`config.mk`:
```
export PLATFORM = sky130hd
export DESIGN_NAME = limit_status_flags
export DESIGN_NICKNAME = d
export VERILOG_FILES = /design/src/shared/limit_status_flags_pkg.sv /design/src/logic/limit_status_flags.sv /design/src/logic/limit_window_check.sv
export VERILOG_INCLUDE_DIRS = /design/src /design/src/shared
export SDC_FILE = /design/constraint.sdc
export NUM_CORES = 1
export LEC_CHECK = 0
export BUFFER_PORTS_ARGS = -buffer_cell sky130_fd_sc_hd__buf_2
export CORE_MARGIN = 2
export CORE_UTILIZATION = 25
export CTS_BUF_LIST = sky130_fd_sc_hd__clkbuf_4
export CTS_CLUSTER_DIAMETER = 150
export DETAILED_ROUTE_END_ITERATION = 7
export GPL_TIMING_DRIVEN = 0
export SLEW_MARGIN = 20
export SYNTH_ARGS = -nofsm -noshare
export SYNTH_HDL_FRONTEND = slang
export SYNTH_SLANG_ARGS = --single-unit
export TNS_END_PERCENT = 10
```
`constraint.sdc`:
```
create_clock -name sys_clk_i -period 4.8 [get_ports sys_clk_i]
set_input_delay 0.96 -clock sys_clk_i [delete_from_list [all_inputs] [get_ports sys_clk_i]]
set_output_delay 0.96 -clock sys_clk_i [all_outputs]
set_load 0.1 [all_outputs]
```
`src/shared/limit_status_flags_cfg.svh`:
```
// Notes on behaviour
// - Bit 0 of the first flag register is 1 when the previous cycle's remote_temp_one was outside its window.
// - Bit 0 is set once more when thermal_override engages on remote_temp_one exceeding its limit.
// - Bit 0 is set once more when thermal_override disengages on remote_temp_one falling 5 C below it.
// - Bit 1 flags remote_temp_two, or alternate_analog_input when that channel measures voltage.
// - Bit 1 is set once on thermal_override engage and once on disengage for remote_temp_two.
// - Bit 2 is 1 when the standby_rail reading of the previous cycle was outside its window.
// - Bit 3 is 1 when the 3.3 V main rail reading of the previous cycle was outside its window.
// - Bit 4 is 1 when the +5 V rail reading of the previous cycle was outside its window.
// - Bit 5 flags processor_core_supply and bit 6 flags the +12 V rail the same way.
// - Bit 7 is 1 when the -12 V rail reading of the previous cycle was outside its window.
// - Bits 0 to 7 of the second flag register flag general analog inputs 0 to 7 the same way.
// - Both flag registers read all zero from reset until a conversion cycle has been compared.
`ifndef LIMIT_STATUS_FLAGS_CFG_SVH
`define LIMIT_STATUS_FLAGS_CFG_SVH

// ----------------------------------------
// Register map
// ----------------------------------------
`define TEMP_SUPPLY_FLAGS_ADDR 8'h20
`define ANALOG_INPUT_FLAGS_ADDR 8'h21
`define FLAGS_RESET 8'h00

// ----------------------------------------
// Channel codes, bit position in flag pair
// ----------------------------------------
`define CH_REMOTE_TEMP_ONE 5'h08
`define CH_REMOTE_TEMP_TWO 5'h09
`define CH_ALT_ANALOG 5'h0A
`define CH_STANDBY_RAIL 5'h0B
`define CH_MAIN_RAIL 5'h0C
`define CH_PLUS5_RAIL 5'h0D
`define CH_CORE_SUPPLY 5'h0E
`define CH_PLUS12_RAIL 5'h0F
`define CH_MINUS12_RAIL 5'h10
`define CH_LAST 5'h10

// ----------------------------------------
// Thermal override hysteresis, degrees C
// ----------------------------------------
`define THERMAL_OVERRIDE_HYST_DEGC 8'h05

`endif

```
`src/shared/limit_status_flags_pkg.sv`:
```
`default_nettype none

package limit_status_flags_pkg;

	// One comparison result from the conversion engine
	typedef struct packed {
		logic [4:0] chan;
		logic [7:0] value;
		logic [7:0] high_limit;
		logic [7:0] low_limit;
	} conv_result_t;

	// Register port request
	typedef struct packed {
		logic rd;
		logic wr;
		logic [7:0] addr;
		logic [7:0] wdata;
	} reg_req_t;

	typedef enum logic {
		thermal_override_idle,
		thermal_override_engaged
	} thermal_override_state_t;

endpackage : limit_status_flags_pkg

`default_nettype wire

```
`src/logic/limit_status_flags.sv`:
```
`timescale 1ns/1ps
`default_nettype none
`include "limit_status_flags_cfg.svh"

module limit_status_flags
	import limit_status_flags_pkg::*;
(
	// Clock and reset
	input wire logic sys_clk_i,
	input wire logic resetn_i,
	// Conversion engine results
	input wire logic conv_valid_i,
	input wire conv_result_t conv_i,
	input wire logic cycle_done_i,
	// Channel configuration and override limits
	input wire logic remote_temp_two_volt_mode_i,
	input wire logic [7:0] thermal_override_limit_one_i,
	input wire logic [7:0] thermal_override_limit_two_i,
	// Register port
	input wire reg_req_t reg_i,
	output logic [7:0] reg_rdata_o,
	output logic reg_hit_o,
	// Override state
	output logic thermal_override_o
);

	// ----------------------------------------
	// Functions
	// ----------------------------------------

	// One-hot flag position: bits 7..0 first register, 15..8 second
	function automatic logic [15:0] flag_of(input logic [4:0] chan, input logic volt_mode);
		logic [15:0] m;
		m = 16'h0000;
		if (chan < `CH_REMOTE_TEMP_ONE) begin
			m = 16'h0100 << chan[2:0];
		end else if (chan == `CH_REMOTE_TEMP_ONE) begin
			m = 16'h0001;
		end else if (chan == `CH_REMOTE_TEMP_TWO) begin
			m = volt_mode ? 16'h0000 : 16'h0002;
		end else if (chan == `CH_ALT_ANALOG) begin
			m = volt_mode ? 16'h0002 : 16'h0000;
		end else if (chan <= `CH_LAST) begin
			m = 16'h0004 << (chan - `CH_STANDBY_RAIL);
		end
		return m;
	endfunction : flag_of

	// Release point, clamped so a very low limit cannot wrap
	function automatic logic [7:0] release_of(input logic [7:0] lim);
		logic signed [8:0] r;
		r = $signed({lim[7], lim}) - $signed({1'b0, `THERMAL_OVERRIDE_HYST_DEGC});
		return (r < -9'sd128) ? 8'h80 : r[7:0];
	endfunction : release_of

	// ----------------------------------------
	// Window comparison
	// ----------------------------------------

	logic out_win;
	logic is_temp;
	logic [15:0] hit_mask;

	assign is_temp = (conv_i.chan == `CH_REMOTE_TEMP_ONE) ||
		((conv_i.chan == `CH_REMOTE_TEMP_TWO) && !remote_temp_two_volt_mode_i);

	limit_window_check u_window (
		.value_i(conv_i.value),
		.high_limit_i(conv_i.high_limit),
		.low_limit_i(conv_i.low_limit),
		.signed_i(is_temp),
		.out_of_window_o(out_win)
	);

	assign hit_mask = (conv_valid_i && out_win) ?
		flag_of(conv_i.chan, remote_temp_two_volt_mode_i) : 16'h0000;

	// ----------------------------------------
	// Thermal override tracking
	// ----------------------------------------

	thermal_override_state_t thermal_override_q [2];
	logic [1:0] thermal_override_evt;
	logic [7:0] thermal_override_lim [2];
	logic [1:0] thermal_override_sample;

	assign thermal_override_lim[0] = thermal_override_limit_one_i;
	assign thermal_override_lim[1] = thermal_override_limit_two_i;
	assign thermal_override_sample[0] = conv_valid_i && (conv_i.chan == `CH_REMOTE_TEMP_ONE);
	// Voltage mode has no thermal meaning on this channel
	assign thermal_override_sample[1] = conv_valid_i && (conv_i.chan == `CH_REMOTE_TEMP_TWO) &&
		!remote_temp_two_volt_mode_i;

	always_comb begin
		for (int i = 0; i < 2; i++) begin
			thermal_override_evt[i] = 1'b0;
			if (thermal_override_sample[i]) begin
				case (thermal_override_q[i])
					thermal_override_idle: begin
						thermal_override_evt[i] = $signed(conv_i.value) > $signed(thermal_override_lim[i]);
					end
					thermal_override_engaged: begin
						thermal_override_evt[i] = $signed(conv_i.value) <= $signed(release_of(thermal_override_lim[i]));
					end
					default: begin
						thermal_override_evt[i] = 1'b0;
					end
				endcase
			end
		end
	end

	always_ff @(posedge sys_clk_i) begin
		for (int i = 0; i < 2; i++) begin
			if (!resetn_i) begin
				thermal_override_q[i] <= thermal_override_idle;
			end else if (thermal_override_evt[i]) begin
				thermal_override_q[i] <= (thermal_override_q[i] == thermal_override_idle) ? thermal_override_engaged : thermal_override_idle;
			end
		end
	end

	assign thermal_override_o = (thermal_override_q[0] == thermal_override_engaged) || (thermal_override_q[1] == thermal_override_engaged);

	// ----------------------------------------
	// Accumulation over the running cycle
	// ----------------------------------------

	logic [15:0] acc_q;
	logic [1:0] evt_pend_q;
	logic [7:0] temp_supply_flags_q;
	logic [7:0] analog_input_flags_q;
	logic [15:0] next_flags;

	// Events on the boundary cycle go straight into the new flags
	assign next_flags = acc_q | hit_mask | {14'h0000, evt_pend_q | thermal_override_evt};

	always_ff @(posedge sys_clk_i) begin
		if (!resetn_i || cycle_done_i) begin
			acc_q <= 16'h0000;
		end else begin
			acc_q <= acc_q | hit_mask;
		end
	end

	always_ff @(posedge sys_clk_i) begin
		if (!resetn_i || cycle_done_i) begin
			evt_pend_q <= 2'h0;
		end else begin
			evt_pend_q <= evt_pend_q | thermal_override_evt;
		end
	end

	// ----------------------------------------
	// Flag registers
	// ----------------------------------------

	// zero from reset; refreshed per cycle
	always_ff @(posedge sys_clk_i) begin
		if (!resetn_i) begin
			temp_supply_flags_q <= `FLAGS_RESET;
			analog_input_flags_q <= `FLAGS_RESET;
		end else if (cycle_done_i) begin
			temp_supply_flags_q <= next_flags[7:0];
			analog_input_flags_q <= next_flags[15:8];
		end
	end

	// ----------------------------------------
	// Register port
	// ----------------------------------------

	logic addr_hit;

	assign addr_hit = (reg_i.addr == `TEMP_SUPPLY_FLAGS_ADDR) ||
		(reg_i.addr == `ANALOG_INPUT_FLAGS_ADDR);
	assign reg_hit_o = addr_hit && (reg_i.rd || reg_i.wr);

	// writes are decoded but have no path into the flags
	always_ff @(posedge sys_clk_i) begin
		if (!resetn_i) begin
			reg_rdata_o <= 8'h00;
		end else if (reg_i.rd) begin
			case (reg_i.addr)
				`TEMP_SUPPLY_FLAGS_ADDR: reg_rdata_o <= temp_supply_flags_q;
				`ANALOG_INPUT_FLAGS_ADDR: reg_rdata_o <= analog_input_flags_q;
				default: reg_rdata_o <= 8'h00;
			endcase
		end
	end
endmodule : limit_status_flags

`default_nettype wire

```
`src/logic/limit_window_check.sv`:
```
`timescale 1ns/1ps
`default_nettype none

module limit_window_check (
	// Reading and limits
	input wire logic [7:0] value_i,
	input wire logic [7:0] high_limit_i,
	input wire logic [7:0] low_limit_i,
	// Temperatures are twos complement, rails unsigned
	input wire logic signed_i,
	// Result
	output logic out_of_window_o
);

	always_comb begin
		if (signed_i) begin
			out_of_window_o = ($signed(value_i) > $signed(high_limit_i)) ||
				($signed(value_i) < $signed(low_limit_i));
		end else begin
			out_of_window_o = (value_i > high_limit_i) || (value_i < low_limit_i);
		end
	end

endmodule : limit_window_check

`default_nettype wire

```
# After elaboration in Yosys (flattened, before gate mapping)
# Memories as Yosys holds them, arrays and structs flattened.
# Index checks and enable logic that the tools add are counted.
[classes]
n_mux = 27
n_addsub = 3
order_cmp = 12
n_reduce_logical = 15
n_eq_ne = 5
n_shift = 2
bitwise_logic = 7
[op_table]
columns = ["operator", "count"]
rows = [
  ["16-bit 2-to-1 mux", 6],
  ["8-bit > comparator", 4],
  ["9-bit by 8-bit less-than comparator with 1-bit output, second input constant", 2],
  ["8-bit by 4-bit subtractor with 9-bit output, second input constant", 2],
  ["8-bit by 6-bit equality test with 1-bit output, second input constant", 2],
  ["8-bit <= comparator", 2],
  ["8-bit less-than comparator", 2],
  ["8-bit 2-to-1 mux", 2],
  ["16-bit OR", 1],
  ["16-bit by 2-bit OR with 16-bit output", 1],
  ["8-bit one-hot mux with 2 select lines", 1],
  ["3-bit by 5-bit << shifter with 16-bit output, first input constant", 1],
  ["9-bit by 3-bit << shifter with 16-bit output, first input constant", 1],
  ["5-bit by 4-bit equality test with 1-bit output, second input constant", 3],
  ["1-bit 2-to-1 mux", 14],
  ["1-bit logical OR", 7],
  ["1-bit logical AND", 6],
  ["5-bit <= comparator, second input constant", 1],
  ["5-bit by 4-bit less-than comparator with 1-bit output, second input constant", 1],
  ["5-bit by 4-bit subtractor with 5-bit output, second input constant", 1],
  ["2-bit 2-to-1 mux", 2],
  ["1-bit one-hot mux with 2 select lines", 2],
  ["1-bit logical NOT", 2],
  ["1-bit NOT", 2],
  ["2 further kinds", 3],
]
[totals]
output_inout_bits = 10
ramBits = 2
in_bits = 68
n_memories = 1
ff_bits = 42
word_cells = 77
[memory_table]
columns = ["name", "depth", "word_bits", "read_ports", "rd_ports_with_merged_regs", "wr", "line", "rtl"]
rows = [
  ["thermal_override_q", 2, 1, 2, 0, 2, "limit_status_flags.sv:82", "thermal_override_state_t thermal_override_q [2];"],
]

# Depth between registers and ports, before layout
# Gate-level depths: netlist (run 1).
[logic_depth]
word_depth = 10
ltp_mapped = 13

# Cells and area by module
# A second synthesis (run 1) with hierarchy kept.
[unflattened]
cells_unflattened = 419
hier_area_um2 = 3323.2
[by_module_without_submodules]
columns = ["module", "seq_area_each_um2", "area_per_inst_um2", "cells_per_inst", "n_inst"]
rows = [
  ["limit_status_flags", 890.9, 2886.5, 361, 1],
  ["limit_window_check", 0.0, 436.7, 58, 1],
]

# Worst setup path after synthesis (run 1)
# OpenSTA, ideal clock, no wires.
[synth_timing]
path_kind = "input-to-output"
from = "in reg_i[12] (netlist bit)"
to = "out reg_hit_o"
path_slack_ns = 1.205
arrival_time_ns = 2.635
path_stages = 3
path_cell_list = "or4b_2 > nor4_1 > o21a_1"
[synth_between]
elab_chain_cells = 3
word_cells_on_any_way = 4
classes_between = "eq/ne: 2; reduce/logical: 2"
[synth_rtl]
columns = ["element", "line", "rtl"]
rows = [
  ["start: declaration", "limit_status_flags.sv:20", "input wire reg_req_t reg_i,"],
  ["8-bit by 6-bit equality test with 1-bit output", "-", ""],
  ["1-bit logical OR *", "limit_status_flags.sv:175", "assign addr_hit = (reg_i.addr == `TEMP_SUPPLY_FLAGS_ADDR) ||"],
  ["1-bit logical AND *", "limit_status_flags.sv:177", "assign reg_hit_o = addr_hit && (reg_i.rd || reg_i.wr);"],
  ["end: declaration", "limit_status_flags.sv:22", "output logic reg_hit_o,"],
]
# Every way passes the cells marked *; elsewhere a longest branch is shown, timed or not.

# Worst setup path after layout (run 1)
# Ends and elaborated chain as after synthesis.

==> results of run 1 <==
==> state kept, by name (all words and copies together) (netlist names) <==
register and flops:
analog_input_flags_q 8, reg_rdata_o 8, temp_supply_flags_q 8, acc_q 16, thermal_override_q 2, evt_pend_q 2
==> cell families (layout without fill, tap and decap cells) <==
| family | after synthesis | after routing | share of synthesized area [%] |
|---|---|---|---|
| AOI/OAI and AO/OA | 117 | 117 | 22.4 |
| xor gates and xnor gates | 8 | 8 | 2.03 |
| adders and majority gates | 51 | 51 | 18.4 |
| buffers and inverters | 61 | 135 | 6.87 |
| DFF | 44 | 44 | 25.8 |
| muxes | 10 | 10 | 2.97 |
| and+or+nand+nor | 144 | 144 | 21.6 |
==> metal layers <==
metal  part of all wire (%)  global-route usage [%]  up-vias  wire length [µm]
met5                      0                       0        -                 0
met3                    5.6                    2.67       10               531
met4                    1.5                    3.95        0               139
met1                     47                    17.0     1528              4520
li1                       -                       -     1711                 -
met2                     46                    22.6       67              4360
==> layout by cell type (no fill, tap or decap), drive strengths merged, types with 5 or more instances in the layout <==
| cell | count |
|---|---|
| inv | 50 |
| ha | 51 |
| mux2i | 8 |
| buf | 70 |
| clkbuf | 13 |
| nand2 | 36 |
| a21oi | 33 |
| a31oi | 10 |
| nand4 | 6 |
| xnor2 | 8 |
| dfxtp | 43 |
| nor3 | 8 |
| and2 | 11 |
| nor2 | 32 |
| o21ai | 31 |
| nand2b | 11 |
| o22ai | 8 |
| nor2b | 7 |
| nor4 | 5 |
| nand3 | 11 |
==> worst max-delay path, cell delays in order <==
cell and delay [ns]:
buf_2 0.10, or4b_2 0.65, nor4_1 0.27, o21a_1 0.17
buf_2 0.41
==> cells in the mapped netlist (4+ instances only) <==
master and count:
o22ai_1 8, inv_1 50, nor3_1 8, clkbuf_1 7, nor4_1 5, ha_1 51
mux2i_1 8, nand2b_1 9, a21oi_1 33, xnor2_1 8, and2_1 11, a31oi_1 9
nand2_1 36, dfxtp_1 43, nand4_1 6, nor2b_1 7, o31ai_1 4, nand3_1 11
o21ai_0 28, nor2_1 32
==> power by group <==
| part | internal [mW] | switching, mW | leakage (nW) |
|---|---|---|---|
| combinational | 0.101 | 0.144 | 1.43 |
| clock | 0.0616 | 0.115 | 0.0293 |
| sequential | 0.372 | 0.00284 | 0.359 |
==> stage by stage <==
step	setup WS (ns)	hold WS, ns	util [%]	instances	cell area, µm²
finish	1.27	0.465	30.3	685	4070
global route	1.20	0.492	30.3	685	4070
CTS	1.26	0.468	30.3	685	4070
detailed placement	1.14	0.447	29.9	677	4010
global placement	1.19	0.433	29.9	677	4010
floorplan	1.20	0.420	-	435	3460
==> worst paths after layout <==
path                                                            end  slack, ns  cells after the start
worst max-delay path                                      reg_hit_o       1.27                      5
worst min register to register                  acc_q[1]$_SDFF_PP0_       0.47                      2
worst max register to register  temp_supply_flags_q[1]$_SDFFE_PN0P_       3.47                      5
worst min-delay path                            acc_q[1]$_SDFF_PP0_       0.47                      2
==> cell type report <==
cell class                 instances  area, µm²  share of cell area, %
sequential                        44        891                   21.9
multi-input combinational        330       2330                   57.3
clock inverter                     2       11.3                  0.277
clock buffer                       6       45.0                   1.11
buffer                            11       50.0                   1.23
timing repair buffer              66        330                   8.12
inverter                          50        188                   4.62
tap                              176        220                   5.42
==> results.md, run 1 <==
* Period utilization at 73.4%
* Status: complete, no violations
* Cell variety after synth at 59
* Setup TNS at 0 ns
* Port Buffers at 66
* Detail Route Antenna Nets at 0
* Setup violations, final at 0
* Routability cong. at 0.872
* CTS root buffer: clkbuf_4
* DR vias/cell at 4.84
* Pwr per Cell Area at 196 nW/µm²
* Seq/Total Area, Yosys at 25.8%
* Largest area contributor in the netlist: dfxtp_1
* I/O pin count at 78
* Critical path origin: reg_i[12]
* Synth Register Bits at 44
* CTS max path bufs at 2
* Core ar. at 13,400 µm²
* Antenna violations before repair at 0
* Clk_lat worst skew at 0.35 ns
* TritonCTS clock tree: done
* Final Critical Period at 3.53 ns
* EDFF count, synth at 1
* Crit path max fanout at 2
* Die area at 14,800 µm²
* Slew of the pin with the lowest slew margin at 0.735 ns
* Total gr overflow at 0
* Data arrival, critical path at 2.57 ns
* Worst setup EP type: primary output
* Die Wd at 122 µm
* Syn nets at 554
* Worst EP required at 3.84 ns
* NumNets Final at 627
* First-pass DRT Iterations at 4
* Initial Util at 25.8%
* RSZ-0062 raised after global routing: false
* Proportion of layout cells with a drive suffix above 1 at 17.9%
* Vias in the first global route at 3,350
* Diode count at 0
* Synth Flop Type: dfxtp_1
* Floorplan row count at 42
* Largest net degree at the start of global routing at 14
* Fmax at 284 MHz
* Hold path start: acc_q[1]$_SDFF_PP0_
* Global-route wire length before repair at 15,800 µm
* Cts hold-fix bufs at 0
* Avg Cell Area, Syn at 7.95 µm²
* WS Path Type: primary input to primary output
* Number of setup buffers added after CTS at 0
* Drt drc at 0
* Setup Skew at 0.0132 ns
* P&R area growth vs syn at 17.5%
* Mapped cell area at 3460 µm²
* Post-DP HPWL at 7860 µm
* Slew Limit Fails at 0
* Post-route total power at 0.797 mW
* TritonCTS Buffers at 5
* H-tree levels at 2
* Worst flop-to-flop path startpoint: thermal_override_q[1]$_DFF_P_
* Drt wl/cell at 13.9 µm
* Leak Pwr at 1.82 nW
* TritonCTS Sinks at 44
* Worst hold-check path type: flop to flop
* DRT iter0 DRCs at 145
* Die H at 122 µm
* Final hold viol count at 0
* Synth top area cells: dfxtp_1 25%, ha_1 18%, inv_1 5.4%
* Max_cap viols at 0
* Resized cells post-CTS at 0
* Share of the synthesized area in the top cell type at 24.9%
* Crit path launch type: primary input
* Fill count at 1,457
* Clock transition at path regs at 0.12 ns
* Ys async rst share at 0%
* Rel. slew slack at 50.7%
* Post-Route WL at 9550 µm
* Cells after Synth at 435
* Vias at 3,316
* VDD IR max at 0.0000831 V
* Yosys synthesis warning count at 0
* GRT Util Overall at 13.3%
No activity file was read; power rests on OpenSTA's default activity.
==> run 2, diff against run 1 <==
ABC_AREA = 1   (was not set)
clock period = 3.6 ns   (was 4.8 ns; I/O delays follow)
==> run 2 against run 1 <==
Sequential power is 34% higher. Routed wire length fell by 5.3%. Area after synthesis rose by 9.0%. Setup slack worse by 0.83 ns. Utilization decreased by 0.30 points. Register-to-register slack worse by 1.1 ns. Count of clock-buffer cells in the layout decreased by 1. Combinational power rose by 49%. First-iteration DRC count is 14% higher.
==> results.md, run 2 <==
* Most numerous cell on the critical path: buf_2
* Met2 wire length at 4030 µm
* GRT Util Overall at 11.5%
* Biggest register: acc_q
* Crit path launch type: primary input
* Avg Cell Area, Syn at 6.83 µm²
* Worst flop-to-flop path startpoint: thermal_override_q[1]$_DFF_P_
* Post-route total power at 1.12 mW
* DR vias/cell at 4.41
* Cell variety after synth at 36
* Total gr overflow at 0
* Period utilization at 87.6%
* Met3 wire len at 453 µm
* Cells after Synth at 552
* DRT iter0 DRCs at 165
* Floorplan row count at 44
* Share of the synthesized area in the top cell type at 22.8%
* Synth top area cells: dfxtp_1 23%, ha_1 17%, nand2_1 14%
* Synth Flop Type: dfxtp_1
* First-pass DRT Iterations at 4
* Core ar. at 14,600 µm²
* Setup Skew at 0.0164 ns
* Initial Util at 25.7%
* Post-DP HPWL at 7530 µm
* Status: complete, no violations
* Post-synth top cells: 145 x nand2_1, 87 x inv_1, 51 x ha_1
* WS Path Type: primary input to primary output
* Largest net degree at the start of global routing at 16
* Critical Path Slowest Stage Cell: nor4_2
* Clock transition at path regs at 0.13 ns
* H-tree levels at 2
* Setup TNS at 0 ns
* Placed Cells at 804
* CP cell instances: buf_2, nor4_2, buf_2, o211a_1, buf_2
* CTS root buffer: clkbuf_4
* Post-Route WL at 9040 µm
* Max_cap viols at 0
* Fmax at 317 MHz
* TritonCTS clock tree: done
* TritonCTS Sinks at 44
* Antenna violations before repair at 0
* Critical path origin: reg_i[12]
* Crit path max fanout at 10
* Synth Register Bits at 44
* Utilization after layout at 30.0%
* Largest area contributor in the netlist: dfxtp_1
* Multi-input gate area at 2440 µm²
* Worst EP required at 2.88 ns
* Mapped cell area at 3770 µm²
* FF+latch area at 891 µm²
* Drt drc at 0
* Slew Limit Fails at 0
* Setup violations, final at 0
* Cell Count, Final, Fillers Out at 812
* Largest register FFs at 16
* Global-route wire length before repair at 15,600 µm
* Vias at 3,580
* Most frequent cells in the layout: 145 x nand2_1, 87 x inv_1, 70 x buf_2
* Die H at 127 µm
* Cell with the most instances after synthesis: nand2_1
* I/O pin count at 78
* Final instance area at 4400 µm²
* Pwr per Cell Area at 254 nW/µm²
* Max layer used: met4
* Final Critical Period at 3.15 ns
* Worst hold-check path type: flop to flop
* Drt wl/cell at 11.1 µm
* Rel. slew slack at 41.7%
* Syn nets at 671
* Clk_lat worst skew at 0.36 ns
* VDD IR max at 0.000265 V
* Most common cell after layout, fill and taps aside: nand2_1
* Port Buffers at 68
* Resized cells post-CTS at 0
* P&R area growth vs syn at 16.7%
* CP max stage delay at 0.69 ns
* Worst setup EP type: primary output
* Hold path start: analog_input_flags_q[4]$_SDFFE_PN0P_
* Cell Area, Placed at 4340 µm²
* Cts hold-fix bufs at 0
* Die Wd at 127 µm
* WL met1 at 4520 µm
* CTS max path bufs at 2
* Routability cong. at 0.807
* Ys async rst share at 0%
* Yosys synthesis warning count at 0
* RSZ-0062 raised after global routing: false
* Leak Pwr at 2.30 nW
* TritonCTS Buffers at 5
* Final hold viol count at 0
* Seq/Total Area, Yosys at 23.6%
* Diode count at 0
* Number of setup buffers added after CTS at 0
* Data arrival, critical path at 2.43 ns
* Detail Route Antenna Nets at 0
* Vias in the first global route at 3,397
* EDFF count, synth at 1
* Slew of the pin with the lowest slew margin at 0.867 ns
* Proportion of layout cells with a drive suffix above 1 at 20.9%
* Fill count at 1,650
* Die area at 16,100 µm²
* NumNets Final at 746
[run 2: changes by cell type in the layout (fill, tap and decap cells not counted), moves of 11 or more]
| cell | previous run | this run |
|---|---|---|
| nand4_1 | 6 | 18 |
| and2_1 | 11 | 0 |
| nand2_1 | 36 | 145 |
| inv_2 | 0 | 14 |
| nor2_2 | 0 | 12 |
| inv_1 | 50 | 87 |
| nand3_1 | 11 | 39 |
| o21ai_0 | 28 | 16 |
[run 2: cells by family after synthesis]
kind of cell / count (synthesis) / share of synthesized area [%]
adder cells (fa/ha/maj): 51 / 16.9
AND/OR/NAND/NOR: 272 / 32.7
XOR/XNOR: 1 / 0.432
buffers and inverters: 112 / 11.5
AO/OA/AOI/OAI: 72 / 14.7
flip-flops: 44 / 23.6
[run 2: final timing paths]
path / to / slack [ns] / cells past startpoint
setup / recovery: reg_hit_o / 0.45 / 5
hold / removal: analog_input_flags_q[4]$_SDFFE_PN0P_ / 0.46 / 2
setup reg to reg: temp_supply_flags_q[1]$_SDFFE_PN0P_ / 2.37 / 8
hold reg to reg: analog_input_flags_q[4]$_SDFFE_PN0P_ / 0.46 / 2
[run 2: routing by layer]
layer | up-vias | global-route usage [%]
met4 | 0 | 1.16
met5 | - | 0
met3 | 4 | 1.52
li1 | 1944 | -
met1 | 1553 | 15.8
met2 | 79 | 19.9
[run 2: critical path: cells and delay by family]
family | cells | cell delay [ns]
buf+inv | 3 | 0.85
simple gates | 1 | 0.69
compound gates | 1 | 0.16
[run 2: cell type report]
cell class	count	area share, %
Buffer	8	0.995
Clock buffer	5	0.853
Clock inverter	3	0.484
Inverter	104	8.90
Multi-Input combinational cell	396	55.5
Sequential cell	44	20.3
Tap cell	184	5.23
Timing Repair Buffer	68	7.74
[run 2: stage by stage]
stage / hold slack, ns / worst slack [ns]
floorplan: 0.426 / 0.517
global route: 0.490 / 0.162
detailed placement: 0.445 / 0.159
finish: 0.461 / 0.448
global placement: 0.439 / 0.153
CTS: 0.467 / 0.398
[run 2: report_power, final]
part	switching, mW	internal, mW	total [mW]
sequential	0.00409	0.497	0.501
clock	0.173	0.0776	0.250
combinational	0.238	0.128	0.366
